**src/touch_meas_params.svh**
```systemverilog
`ifndef TOUCH_MEAS_PARAMS_SVH
`define TOUCH_MEAS_PARAMS_SVH

// ----------------------------------------------------------------
// register offsets and reset values
// ----------------------------------------------------------------
`define REG_RESOLUTION_OFF   8'h02
`define REG_AVERAGING_OFF    8'h03
`define REG_SAMPLING_OFF     8'h04
`define REG_PANEL_SETUP_OFF  8'h05
`define REG_DELAYED_CONV_OFF 8'h06
`define REG_RESET_VALUE      8'h00
`define REG_UNMAPPED_VALUE   8'h00

// ----------------------------------------------------------------
// field positions
// ----------------------------------------------------------------
`define RES_LOW_POWER_BIT    4
`define RES_USED_MASK        8'h1F
`define POSITION_NIBBLE_LSB  4
`define PRESSURE_NIBBLE_LSB  0

// ----------------------------------------------------------------
// timing
// ----------------------------------------------------------------
`define CLK_HZ               10000000
`define OSC_HZ               2000000
`define US_PER_S             1000000
`define ACQ_BASE_PERIODS     4
`define ADC_SETTLE_MIN_US    10
`define DELAY_US_01          20
`define DELAY_US_02          50
`define DELAY_US_03          80
`define DELAY_US_04          100
`define DELAY_US_05          200
`define DELAY_US_06          500
`define DELAY_US_07          800
`define DELAY_US_08          1000
`define DELAY_US_09          2000
`define DELAY_US_10          5000
`define DELAY_US_11          10000
`define DELAY_US_12          20000
`define DELAY_US_13          50000
`define DELAY_US_14          100000
`define DELAY_US_15          200000

`endif

```
**src/touch_meas_pkg.sv**
```systemverilog
package touch_meas_pkg;

    typedef enum logic [1:0] {
        MEAS_HORIZ,
        MEAS_VERT,
        MEAS_PRESSURE1,
        MEAS_PRESSURE2
    } meas_type_t;

    typedef enum logic [2:0] {
        SEQ_IDLE,
        SEQ_PANEL_SETUP,
        SEQ_ADC_SETTLE,
        SEQ_ACQUIRE,
        SEQ_CONVERT,
        SEQ_FINISH
    } seq_state_t;

endpackage

```
**src/interval_timer.sv**
```systemverilog
`timescale 1ns/10ps

module interval_timer #(
    parameter int W = 24
) (
    // clock and reset
    input  wire logic         clk,
    input  wire logic         reset_n,
    input  wire logic         clk_en,
    // control
    input  wire logic         load,
    input  wire logic [W-1:0] load_count,
    output logic              done
);

    logic [W-1:0] count;

    if (W < 2)
    begin : g_chk
        $error("interval_timer: W must be at least 2");
    end

    // done marks the last cycle of a loaded interval
    assign done = (count == W'(1));

    always_ff @(posedge clk or negedge reset_n)
    begin
        if (!reset_n)
            count <= '0;
        else if (clk_en)
        begin
            if (load)
                count <= load_count;
            else if (count != '0)
                count <= count - W'(1);
        end
    end

endmodule

```
**src/median_averager.sv**
```systemverilog
`timescale 1ns/10ps

module median_averager #(
    parameter int SAMPLE_W = 12,
    parameter int DEPTH    = 16
) (
    // clock and reset
    input  wire logic                clk,
    input  wire logic                reset_n,
    input  wire logic                clk_en,
    // samples
    input  wire logic                clear,
    input  wire logic                push,
    input  wire logic [SAMPLE_W-1:0] sample,
    // burst shape: sample count 1, 4, 8 or 16 and filter style
    input  wire logic [4:0]          burst_n,
    input  wire logic                mean_mode,
    output logic [SAMPLE_W-1:0]      average
);

    logic [SAMPLE_W-1:0] sorted [DEPTH];
    logic [4:0]          fill;

    if (DEPTH < 16 || SAMPLE_W < 8)
    begin : g_chk
        $error("median_averager: DEPTH >= 16 and SAMPLE_W >= 8 required");
    end

    function automatic logic [2:0] log2_of(input logic [4:0] n);
        case (n)
            5'h02:   log2_of = 3'h1;
            5'h04:   log2_of = 3'h2;
            5'h08:   log2_of = 3'h3;
            5'h10:   log2_of = 3'h4;
            default: log2_of = 3'h0;
        endcase
    endfunction

    // insertion sort as samples arrive, so the middle of the burst is ready at the end
    always_ff @(posedge clk or negedge reset_n)
    begin
        if (!reset_n)
        begin
            fill <= '0;
            for (int i = 0; i < DEPTH; i++)
                sorted[i] <= '0;
        end
        else if (clk_en)
        begin
            if (clear)
                fill <= '0;
            else if (push && fill < 5'(DEPTH))
            begin
                fill <= fill + 5'h01;
                for (int i = 0; i < DEPTH; i++)
                begin
                    if (i < int'(fill) && sorted[i] > sample)
                        sorted[i] <= (i > 0 && sorted[(i > 0) ? i - 1 : 0] > sample)
                                     ? sorted[(i > 0) ? i - 1 : 0] : sample;
                    else if (i == int'(fill))
                        sorted[i] <= (i > 0 && sorted[(i > 0) ? i - 1 : 0] > sample)
                                     ? sorted[(i > 0) ? i - 1 : 0] : sample;
                end
            end
        end
    end

    // median style keeps the middle half, mean style keeps all
    always_comb
    begin
        logic [4:0]           lo;
        logic [4:0]           span;
        logic [SAMPLE_W+4:0]  sum;
        lo   = '0;
        span = '0;
        sum  = '0;
        if (burst_n <= 5'h01)
            span = 5'h01;
        else if (mean_mode)
            span = burst_n;
        else
        begin
            lo   = burst_n >> 2;
            span = burst_n >> 1;
        end
        for (int i = 0; i < DEPTH; i++)
            if (i >= int'(lo) && i < int'(lo) + int'(span))
                sum = sum + (SAMPLE_W+5)'(sorted[i]);
        average = SAMPLE_W'(sum >> log2_of(span));
    end

endmodule

```
**src/touch_measurement_config.sv**
```systemverilog
// Notes on behaviour
// - low-power bit 4 runs the ADC at reduced power and resolution
// - resolution bits 3:0 pick 12-bit (0) or 8-bit (1) for X,Y,Z1,Z2
// - averaging register: four 2-bit depth fields, each for its own type
// - median style: 1, or 4/8/16 samples averaging the middle half
// - mean style: 1, or 4/8/16 samples averaging all of them
// - operating-mode setting can enable or disable the averaging depths
// - sampling-time register: four 2-bit acquisition fields X,Y,Z1,Z2
// - acquisition codes give 4, 16, 64, 256 oscillator periods
// - acquire for the selected time before every conversion
// - panel setup register: position delay bits 7:4, pressure bits 3:0
// - panel setup code 0000 skips; others 20us up to 200ms
// - panel held in measurement set-up with ADC off during panel setup
// - delayed-conversion register: position bits 7:4, pressure bits 3:0
// - delayed-conversion codes 10us up to 200ms, same stepped table
// - during delayed conversion panel stays set up and ADC is powered
`timescale 1ns/10ps
`include "touch_meas_params.svh"

module touch_measurement_config
    import touch_meas_pkg::*;
#(
    parameter int US_CYCLES = `CLK_HZ / `US_PER_S,
    parameter int SAMPLE_W  = 12,
    parameter int TMR_W     = 24
) (
    // clock and reset
    input  wire logic                clk,
    input  wire logic                reset_n,
    input  wire logic                clk_en,
    // register port
    input  wire logic                reg_wr_en,
    input  wire logic                reg_rd_en,
    input  wire logic [7:0]          reg_addr,
    input  wire logic [7:0]          reg_wr_data,
    output logic      [7:0]          reg_rd_data,
    // operating mode settings held elsewhere
    input  wire logic                avg_enable,
    input  wire logic                mean_filter_select,
    // measurement request
    input  wire logic                meas_start,
    input  wire logic [1:0]          meas_type,
    // panel switches and ADC
    output logic                     panel_drive_en,
    output logic                     adc_power_en,
    output logic                     adc_low_power_select,
    output logic                     adc_width_8bit,
    output logic                     adc_acquire,
    output logic                     adc_convert_start,
    input  wire logic                adc_done,
    input  wire logic [SAMPLE_W-1:0] adc_result,
    // result
    output logic                     result_valid,
    output logic [SAMPLE_W-1:0]      result_data,
    output logic [1:0]               result_type,
    output logic                     busy
);

    localparam int OSC_DIV = `CLK_HZ / `OSC_HZ;

    if (US_CYCLES < 1 || US_CYCLES * `DELAY_US_15 >= (1 << (TMR_W - 1)) || OSC_DIV < 1)
    begin : g_chk
        $error("touch_measurement_config: timer too narrow for US_CYCLES");
    end

    // ----------------------------------------------------------------
    // lookups
    // ----------------------------------------------------------------
    function automatic logic [17:0] delay_us(input logic [3:0] code, input logic adc_on);
        case (code)
            4'h0:    delay_us = adc_on ? 18'(`ADC_SETTLE_MIN_US) : 18'h0;
            4'h1:    delay_us = 18'(`DELAY_US_01);
            4'h2:    delay_us = 18'(`DELAY_US_02);
            4'h3:    delay_us = 18'(`DELAY_US_03);
            4'h4:    delay_us = 18'(`DELAY_US_04);
            4'h5:    delay_us = 18'(`DELAY_US_05);
            4'h6:    delay_us = 18'(`DELAY_US_06);
            4'h7:    delay_us = 18'(`DELAY_US_07);
            4'h8:    delay_us = 18'(`DELAY_US_08);
            4'h9:    delay_us = 18'(`DELAY_US_09);
            4'hA:    delay_us = 18'(`DELAY_US_10);
            4'hB:    delay_us = 18'(`DELAY_US_11);
            4'hC:    delay_us = 18'(`DELAY_US_12);
            4'hD:    delay_us = 18'(`DELAY_US_13);
            4'hE:    delay_us = 18'(`DELAY_US_14);
            default: delay_us = 18'(`DELAY_US_15);
        endcase
    endfunction

    function automatic logic [TMR_W-1:0] us_to_cycles(input logic [17:0] us);
        us_to_cycles = TMR_W'(us * US_CYCLES);
    endfunction

    // X field sits highest, Z2 lowest
    function automatic logic [1:0] type_field(input logic [7:0] r, input logic [1:0] t);
        type_field = r[{~t, 1'b0} +: 2];
    endfunction

    function automatic logic [3:0] kind_nibble(input logic [7:0] r, input logic [1:0] t);
        kind_nibble = (t[1] == 1'b0) ? r[`POSITION_NIBBLE_LSB +: 4]
                                     : r[`PRESSURE_NIBBLE_LSB +: 4];
    endfunction

    function automatic logic [TMR_W-1:0] acq_cycles(input logic [1:0] code);
        acq_cycles = TMR_W'((`ACQ_BASE_PERIODS << {code, 1'b0}) * OSC_DIV);
    endfunction

    // ----------------------------------------------------------------
    // configuration registers
    // ----------------------------------------------------------------
    logic [7:0] res_cfg;
    logic [7:0] avg_cfg;
    logic [7:0] acq_cfg;
    logic [7:0] psu_cfg;
    logic [7:0] dcv_cfg;

    always_ff @(posedge clk or negedge reset_n)
    begin
        if (!reset_n)
        begin
            res_cfg <= `REG_RESET_VALUE;
            avg_cfg <= `REG_RESET_VALUE;
            acq_cfg <= `REG_RESET_VALUE;
            psu_cfg <= `REG_RESET_VALUE;
            dcv_cfg <= `REG_RESET_VALUE;
        end
        else if (clk_en && reg_wr_en)
        begin
            case (reg_addr)
                `REG_RESOLUTION_OFF:   res_cfg <= reg_wr_data & `RES_USED_MASK;
                `REG_AVERAGING_OFF:    avg_cfg <= reg_wr_data;
                `REG_SAMPLING_OFF:     acq_cfg <= reg_wr_data;
                `REG_PANEL_SETUP_OFF:  psu_cfg <= reg_wr_data;
                `REG_DELAYED_CONV_OFF: dcv_cfg <= reg_wr_data;
                default:               ;
            endcase
        end
    end

    always_ff @(posedge clk or negedge reset_n)
    begin
        if (!reset_n)
            reg_rd_data <= `REG_UNMAPPED_VALUE;
        else if (clk_en && reg_rd_en)
        begin
            case (reg_addr)
                `REG_RESOLUTION_OFF:   reg_rd_data <= res_cfg;
                `REG_AVERAGING_OFF:    reg_rd_data <= avg_cfg;
                `REG_SAMPLING_OFF:     reg_rd_data <= acq_cfg;
                `REG_PANEL_SETUP_OFF:  reg_rd_data <= psu_cfg;
                `REG_DELAYED_CONV_OFF: reg_rd_data <= dcv_cfg;
                default:               reg_rd_data <= `REG_UNMAPPED_VALUE;
            endcase
        end
    end

    // ----------------------------------------------------------------
    // measurement sequencer
    // ----------------------------------------------------------------
    seq_state_t       state;
    seq_state_t       next_state;
    logic [1:0]       cur_type;
    logic [1:0]       sel_type;
    logic [4:0]       cur_burst;
    logic             cur_mean;
    logic [4:0]       taken;
    logic             tmr_load;
    logic [TMR_W-1:0] tmr_count;
    logic             tmr_done;
    logic             start_ok;
    logic [4:0]       next_burst;
    logic [SAMPLE_W-1:0] avg_out;

    assign sel_type = (state == SEQ_IDLE) ? meas_type : cur_type;
    assign start_ok = (state == SEQ_IDLE) && meas_start;

    // depth 00 and a disabled averaging setting both give one sample
    always_comb
    begin
        logic [1:0] depth;
        depth = type_field(avg_cfg, sel_type);
        if (!avg_enable || depth == 2'b00)
            next_burst = 5'h01;
        else
            next_burst = 5'h02 << depth;
    end

    always_comb
    begin
        next_state = state;
        case (state)
            SEQ_IDLE:
                if (meas_start)
                    next_state = (kind_nibble(psu_cfg, sel_type) == 4'h0)
                                 ? SEQ_ADC_SETTLE : SEQ_PANEL_SETUP;
            SEQ_PANEL_SETUP:
                if (tmr_done)
                    next_state = SEQ_ADC_SETTLE;
            SEQ_ADC_SETTLE:
                if (tmr_done)
                    next_state = SEQ_ACQUIRE;
            SEQ_ACQUIRE:
                if (tmr_done)
                    next_state = SEQ_CONVERT;
            SEQ_CONVERT:
                if (adc_done)
                    next_state = (taken + 5'h01 >= cur_burst) ? SEQ_FINISH : SEQ_ACQUIRE;
            SEQ_FINISH:
                next_state = SEQ_IDLE;
            default:
                next_state = SEQ_IDLE;
        endcase
    end

    // every timed phase loads the timer as it is entered
    always_comb
    begin
        tmr_load  = clk_en && (next_state != state || state == SEQ_CONVERT);
        tmr_count = TMR_W'(1);
        case (next_state)
            SEQ_PANEL_SETUP: tmr_count = us_to_cycles(delay_us(kind_nibble(psu_cfg, sel_type), 1'b0));
            SEQ_ADC_SETTLE:  tmr_count = us_to_cycles(delay_us(kind_nibble(dcv_cfg, sel_type), 1'b1));
            SEQ_ACQUIRE:     tmr_count = acq_cycles(type_field(acq_cfg, sel_type));
            default:         tmr_load  = 1'b0;
        endcase
    end

    always_ff @(posedge clk or negedge reset_n)
    begin
        if (!reset_n)
            state <= SEQ_IDLE;
        else if (clk_en)
            state <= next_state;
    end

    always_ff @(posedge clk or negedge reset_n)
    begin
        if (!reset_n)
        begin
            cur_type  <= 2'b00;
            cur_burst <= 5'h01;
            cur_mean  <= 1'b0;
        end
        else if (clk_en && start_ok)
        begin
            cur_type  <= meas_type;
            cur_burst <= next_burst;
            cur_mean  <= mean_filter_select;
        end
    end

    always_ff @(posedge clk or negedge reset_n)
    begin
        if (!reset_n)
            taken <= '0;
        else if (clk_en)
        begin
            if (start_ok)
                taken <= '0;
            else if (state == SEQ_CONVERT && adc_done)
                taken <= taken + 5'h01;
        end
    end

    interval_timer #(
        .W (TMR_W)
    ) u_timer (
        .clk        (clk),
        .reset_n    (reset_n),
        .clk_en     (clk_en),
        .load       (tmr_load),
        .load_count (tmr_count),
        .done       (tmr_done)
    );

    median_averager #(
        .SAMPLE_W (SAMPLE_W),
        .DEPTH    (16)
    ) u_avg (
        .clk       (clk),
        .reset_n   (reset_n),
        .clk_en    (clk_en),
        .clear     (start_ok),
        .push      (state == SEQ_CONVERT && adc_done),
        .sample    (adc_result),
        .burst_n   (cur_burst),
        .mean_mode (cur_mean),
        .average   (avg_out)
    );

    // ----------------------------------------------------------------
    // panel and ADC controls
    // ----------------------------------------------------------------
    always_ff @(posedge clk or negedge reset_n)
    begin
        if (!reset_n)
        begin
            panel_drive_en    <= 1'b0;
            adc_power_en      <= 1'b0;
            adc_acquire       <= 1'b0;
            adc_convert_start <= 1'b0;
            adc_width_8bit    <= 1'b0;
            busy              <= 1'b0;
        end
        else if (clk_en)
        begin
            panel_drive_en    <= next_state inside {SEQ_PANEL_SETUP, SEQ_ADC_SETTLE,
                                                    SEQ_ACQUIRE, SEQ_CONVERT};
            adc_power_en      <= next_state inside {SEQ_ADC_SETTLE, SEQ_ACQUIRE,
                                                    SEQ_CONVERT};
            adc_acquire       <= (next_state == SEQ_ACQUIRE);
            adc_convert_start <= (next_state == SEQ_CONVERT) && (state != SEQ_CONVERT);
            adc_width_8bit    <= res_cfg[~sel_type];
            busy              <= (next_state != SEQ_IDLE);
        end
    end

    always_ff @(posedge clk or negedge reset_n)
    begin
        if (!reset_n)
            adc_low_power_select <= 1'b0;
        else if (clk_en)
            adc_low_power_select <= res_cfg[`RES_LOW_POWER_BIT];
    end

    always_ff @(posedge clk or negedge reset_n)
    begin
        if (!reset_n)
        begin
            result_valid <= 1'b0;
            result_data  <= '0;
            result_type  <= 2'b00;
        end
        else if (clk_en)
        begin
            result_valid <= (state == SEQ_FINISH);
            if (state == SEQ_FINISH)
            begin
                result_data <= avg_out;
                result_type <= cur_type;
            end
        end
    end

    // ----------------------------------------------------------------
    // checks
    // ----------------------------------------------------------------
    logic [TMR_W-1:0] phase_len;

    always_ff @(posedge clk or negedge reset_n)
    begin
        if (!reset_n)
            phase_len <= '0;
        else if (clk_en)
            phase_len <= (next_state != state) ? '0 : phase_len + TMR_W'(1);
    end
endmodule

```
**config.mk**
```make
export PLATFORM = sky130hd
export DESIGN_NAME = touch_measurement_config
export DESIGN_NICKNAME = d
export VERILOG_FILES = /design/src/touch_meas_pkg.sv /design/src/interval_timer.sv /design/src/median_averager.sv /design/src/touch_measurement_config.sv
export VERILOG_INCLUDE_DIRS = /design/src
export SDC_FILE = /design/constraint.sdc
export NUM_CORES = 2
export LEC_CHECK = 0
export ABC_AREA = 1
export BUFFER_PORTS_ARGS = -buffer_cell sky130_fd_sc_hd__buf_2
export CAP_MARGIN = 10
export CELL_PAD_IN_SITES_DETAIL_PLACEMENT = 2
export CELL_PAD_IN_SITES_GLOBAL_PLACEMENT = 2
export CORE_MARGIN = 5
export CORE_UTILIZATION = 34
export CTS_CLUSTER_DIAMETER = 150
export DETAILED_ROUTE_END_ITERATION = 8
export GPL_TIMING_DRIVEN = 0
export PLACE_DENSITY = 0.88
export SLEW_MARGIN = 20
export SYNTH_ARGS = -nofsm -noshare
export SYNTH_HDL_FRONTEND = slang
export SYNTH_SLANG_ARGS = --single-unit
```
**constraint.sdc**
```tcl
create_clock -name clk -period 14.2 [get_ports clk]
set_input_delay 1.42 -clock clk [delete_from_list [all_inputs] [get_ports clk]]
set_output_delay 1.42 -clock clk [all_outputs]
set_load 0.1 [all_outputs]
```
Word-level counts from Yosys, hierarchy flattened. Memories as Yosys holds them, arrays and structs flattened. Cells that the tools add are included.

Input port bits: 39. Memories: 2. Register bits after elaboration: 304. Bits in read-only memories: 544. Output and inout bits: 30.

Bitwise logic cells: 2. Order comparisons: 68. $mul: 3. Shift-type cells: 5. Reductions and logical operators: 96. Eq/ne operators: 36. Multiplexer cells: 93. $add $sub $neg: 19.

Memory list: (no name shown) (depth 16, width 17, read ports 1, clocked after memory_dff 0, write ports 0, line touch_measurement_config.sv:70) `case (code)`; (no name shown) (depth 16, width 17, read ports 1, clocked after memory_dff 0, write ports 0, line touch_measurement_config.sv:70).

Operators with widths (count): $mux W12 (48); $lt A5 B32 Y1 const A (8); $mux W17 (15); $add A17 B12 Y17 (14); $gt A12 B12 Y1 (16); $lt A4 B32 Y1 const A (4); $pmux W24 S3 (1); $lt A3 B32 Y1 const A (2); $reduce_and A4 Y1 (16); $mux W24 (2); $mul A18 B3 Y21 const B (2); $eq A5 B5 Y1 const A (8); $ge A4 B5 Y1 const A (8); $logic_and A1 B1 Y1 (40); $lt A4 B5 Y1 const A (8); $mux W5 (8); $pmux W8 S5 (1); $reduce_bool A2 Y1 (19); $mux W18 (2); $lt A1 B32 Y1 const A (1); $lt A2 B32 Y1 const A (1); $mul A32 B4 Y24 const B (1); $shl A3 B3 Y32 const A (1); $eq A24 B1 Y1 const B (1); 51 further kinds (95).

Depth between registers and ports, before layout.
Depth after elaboration: 37. Depth in mapped cells: 126. Mapped depth without buffers: 124.

Cells and area by module. A second synthesis with hierarchy kept.

Cell total of the unflattened synthesis: 5138. Area total of the unflattened synthesis: 34062.7 um^2.

By module, submodules not included: median_averager (sequential area each 4929.7 um^2, area each 25060.3 um^2, times used 1, cells an instance 3836); touch_measurement_config (sequential area each 2078.2 um^2, area each 7084.3 um^2, times used 1, cells an instance 987); interval_timer (sequential area each 600.6 um^2, area each 1918.1 um^2, times used 1, cells an instance 315).

Worst setup path after synthesis. OpenSTA, ideal clock, no wires.

Path kind: register -> register. From: register cur_burst[2]. To: register result_data[11]. Setup time: 120 ps. Buffers on the path: 2. Cell stages (with the launch flop): 92. Path slack: -1434 ps. Data arrival time: 15515 ps. Clock period less this slack: 15634 ps. Required time: 14080 ps. Path through: dfrtp_1 > buf_2 > o41ai_1 > ha_1 > inv_1 > fa_1 > or2_1 > nand2_1 > a21oi_2 > inv_2 > nor2_8 > nand3_1 > nand2_2 > buf_4 > nor2_1 > ha_1 > inv_1 > fa_1 > [56 not listed] > a21boi_0 > ha_1 > nand2_1 > o21ai_0 > a21oi_1 > o21ai_0 > nand2_1 > inv_1 > o21ai_0 > nor2_1 > nand3_1 > nor2_1 > or2_1 > nand3_1 > nand3_1 > nand2_1 > nand2_1 > nand2_1.

Word-level cells in the longest chain between the ends: 37.

RTL lines: start: declaration (line touch_measurement_config.sv:164) `logic [4:0] cur_burst;`; start signal: assignment (line touch_measurement_config.sv:247) `cur_burst <= next_burst;`; $le A5 B1 Y1 (tied with other cells) (line median_averager.sv:77) `if (burst_n <= 5'h01)`; $mux W5 (line median_averager.sv:77); $add A5 B5 Y6 (line median_averager.sv:87) `if (i >= int'(lo) && i < int'(lo) + int'(span))`; $lt A1 B32 Y1 (line median_averager.sv:87); $logic_and A1 B1 Y1 (line median_averager.sv:87); $mux W12 (line median_averager.sv:87); $add A12 B12 Y13 (line median_averager.sv:88) `sum = sum + (SAMPLE_W+5)'(sorted[i]);`; $mux W17 (line median_averager.sv:87); [21 not listed]; $mux W17 (line median_averager.sv:87); $add A17 B12 Y17 (line median_averager.sv:88); $mux W17 (line median_averager.sv:87); $add A17 B12 Y17 (line median_averager.sv:88); $mux W17 (line median_averager.sv:87); $add A17 B12 Y17 (line median_averager.sv:88); $mux W17 (line median_averager.sv:87); $shr A17 B3 Y12 (*) (line median_averager.sv:89) `average = SAMPLE_W'(sum >> log2_of(span));`; end signal: assignment (line touch_measurement_config.sv:339) `result_data <= avg_out;`; end: declaration (line touch_measurement_config.sv:54) `output logic [SAMPLE_W-1:0] result_data,`.

Every way passes the cells marked *; elsewhere a longest branch is shown, timed or not. A chain may end at the register's enable or synchronous reset.

Final worst setup path.
From: register cur_burst[3]. To: register result_data[4].

The elaborated chain is that of the path after synthesis.

==> results.json <==
{
  "cts_buffers": 42,
  "die-area_sq_um": 104000,
  "setup_slack_ps": -4670,
  "synth_cell_types": 67,
  "detail_route.wirelength.met1_um": 85000,
  "coreArea_sq_um": 96700,
  "syn_inst": 4898,
  "placed_cells": 6257,
  "hold_viol": 0,
  "ios": 69,
  "ys_warn_count": 0,
  "final_nets": 5805,
  "skew_ps": 68.2,
  "tightest_slew_ps": 1380,
  "synth_area_sq_um": 33200,
  "ff2ff_path_depth": 102,
  "initial_core_util": 0.343,
  "vias": 45200,
  "antenna_found_initial": 24,
  "synth_ff_type": "dfrtp_1",
  "dr.pass1.iters": 6,
  "violations": "negative setup slack",
  "h-tree-depth": 2,
  "fin_cells": 6623,
  "setup_violations": 12,
  "hold_depth": 2,
  "crit_top_cell": "ha_4",
  "rsz0062_at_grt": "true",
  "critPathSlowestCell": "a21oi_1",
  "gp_congestion": 0.881,
  "grt_max_degree": 89,
  "critPathMaxFanout": 6,
  "status": "complete, but fails checks",
  "hp-class": "register to register",
  "max_cap_violations": 0,
  "dr_wl_met2_um": 112000,
  "die_y_um": 322,
  "slew_viol_final": 0,
  "dpl.hpwl_um": 119000,
  "crit_path_max_incr_delay_ps": 490,
  "synth-async-reset-ratio": 1.00,
  "numClockSinks": 304,
  "vias_per_cell": 6.83,
  "synth.net_count": 5408,
  "arrival_ps": 19400,
  "yosys_register_bits": 304,
  "first_iter_violations": 5085,
  "synth_area_per_cell_sq_um": 6.77,
  "synth_edf_count": 0,
  "relSlewSlack": 0.0712,
  "tns_ps": -51590,
  "seq_area_frac_synth": 0.229,
  "ant_nets": 0,
  "fin_util": 0.451,
  "die_x_um": 322,
  "drc": 0,
  "synthTopCellsByArea": "dfrtp_1 23%, ha_1 17%, nand2_1 13%",
  "globalRouteOverflowTotal": 0,
  "place_ws_ps": -3650,
  "wl_met3_um": 24000,
  "max_freq_ghz": 0.0530,
  "post-route-period-util": 1.33,
  "cp_top_family": "adder cells",
  "path_class": "register to register",
  "grt_pass1_wl_um": 311000,
  "clock_path_buffers": 3,
  "end_kind": "register",
  "grt_pass1_vias": 48300,
  "num_rows": 114,
  "cts_hold_buf": 0,
  "clkLatencyLatePin_ps": 690,
  "routedWlPerCell_um": 37.7,
  "syn_to_final_growth_pct": 31.4,
  "worstPathRequired_ps": 14730,
  "gr-usage-all-layers": 0.389,
  "start_kind": "register",
  "cp.depth": 102,
  "routed_wirelength_um": 249000,
  "drive_gt1_frac": 0.252,
  "path_buf_inv": 23,
  "cts_root_buf": "clkbuf_16",
  "synth_commonest_cells": "1146 x nand2_1, 572 x inv_1, 516 x o21ai_0, 453 x ha_1, 410 x a21oi_1",
  "cts_tree": "yes",
  "top_layer": "met5",
  "yosysTopAreaCellShare": 0.229,
  "port_buffers": 68,
  "synth_top_area_cell": "dfrtp_1",
  "path_clk_slew_ps": 60,
  "period_minus_slack_ps": 18870,
  "yosysMostFrequentCell": "nand2_1"
}
==> stage by stage <==
step	cell area, sq um	hold slack (ps)
floorplan	34100	453
global placement	36000	458
detailed placement	36500	461
CTS	40800	480
global route	43500	506
finish	43600	473
==> worst min-delay path, stage by stage, from the launching register on <==
cell     delay (ps)
dfrtp_1         340
nand2_1          60
nand2_1          50
==> per-layer routing <==
metal,GRT usage,vias up
met4,0.293,24
met3,0.0853,1986
li1,-,17300
met5,0,-
met2,0.663,3749
met1,0.422,22200
==> sequential cells by signal (all words and copies together) (netlist names), 8 cells and up <==
| register | flops |
|---|---|
| u_avg.sorted | 192 |
| result_data | 12 |
| psu_cfg | 8 |
| u_timer.count | 24 |
| acq_cfg | 8 |
| reg_rd_data | 8 |
| avg_cfg | 8 |
| dcv_cfg | 8 |
==> worst paths after layout <==
check / from / to / slack, ps
setup / recovery: cur_burst[3]$_DFFE_PN0P_ / result_data[4]$_DFFE_PN0P_ / -4670
hold / removal: result_data[11]$_DFFE_PN0P_ / result_data[11]$_DFFE_PN0P_ / 470
setup reg to reg: cur_burst[3]$_DFFE_PN0P_ / result_data[4]$_DFFE_PN0P_ / -4670
hold reg to reg: result_data[11]$_DFFE_PN0P_ / result_data[11]$_DFFE_PN0P_ / 470
max in group asynchronous: reset_n / u_avg.sorted[126]$_DFFE_PN0P_ / 12010
min in group asynchronous: reset_n / result_data[10]$_DFFE_PN0P_ / 710
==> cells in the final DEF, fill, tap and decap left out, types with 155 or more instances in the layout <==
cell type and n:
a21oi_1 323, inv_1 485, ha_1 333, buf_4 276, nand3_1 237, nor2_1 295, nand2_2 155, nand2_1 1017
o21ai_0 450, dfrtp_1 302
==> layout make-up <==
class | count | area (sq um)
Fill cell | 10900 | 53100
Multi-Input combinational cell | 3854 | 27000
Sequential cell | 304 | 7610
Timing Repair Buffer | 354 | 2830
Inverter | 598 | 2320
Tap cell | 1276 | 1600
Clock buffer | 58 | 1170
Buffer | 141 | 734
Clock inverter | 18 | 243
Antenna cell | 20 | 50.0
==> cells by family after synthesis <==
| logic type | after synthesis | synth area share |
|---|---|---|
| AOI/OAI and AO/OA | 1216 | 0.200 |
| xor gates and xnor gates | 118 | 0.0312 |
| adders and majority gates | 471 | 0.182 |
| buffers and inverters | 740 | 0.0889 |
| DFF | 304 | 0.229 |
| muxes | 2 | 0.000641 |
| and+or+nand+nor | 2047 | 0.268 |
==> repair_timing <==
action | CTS | global route
gates resized for setup | 374 | 391
setup endpoints to repair | 12 | 12
setup buffers | 157 | 114
pin swaps | 234 | 308
Power is left out: the tool's default activity adds up to more than one toggle a clock period on the data nets, which glitch-free logic cannot reach.
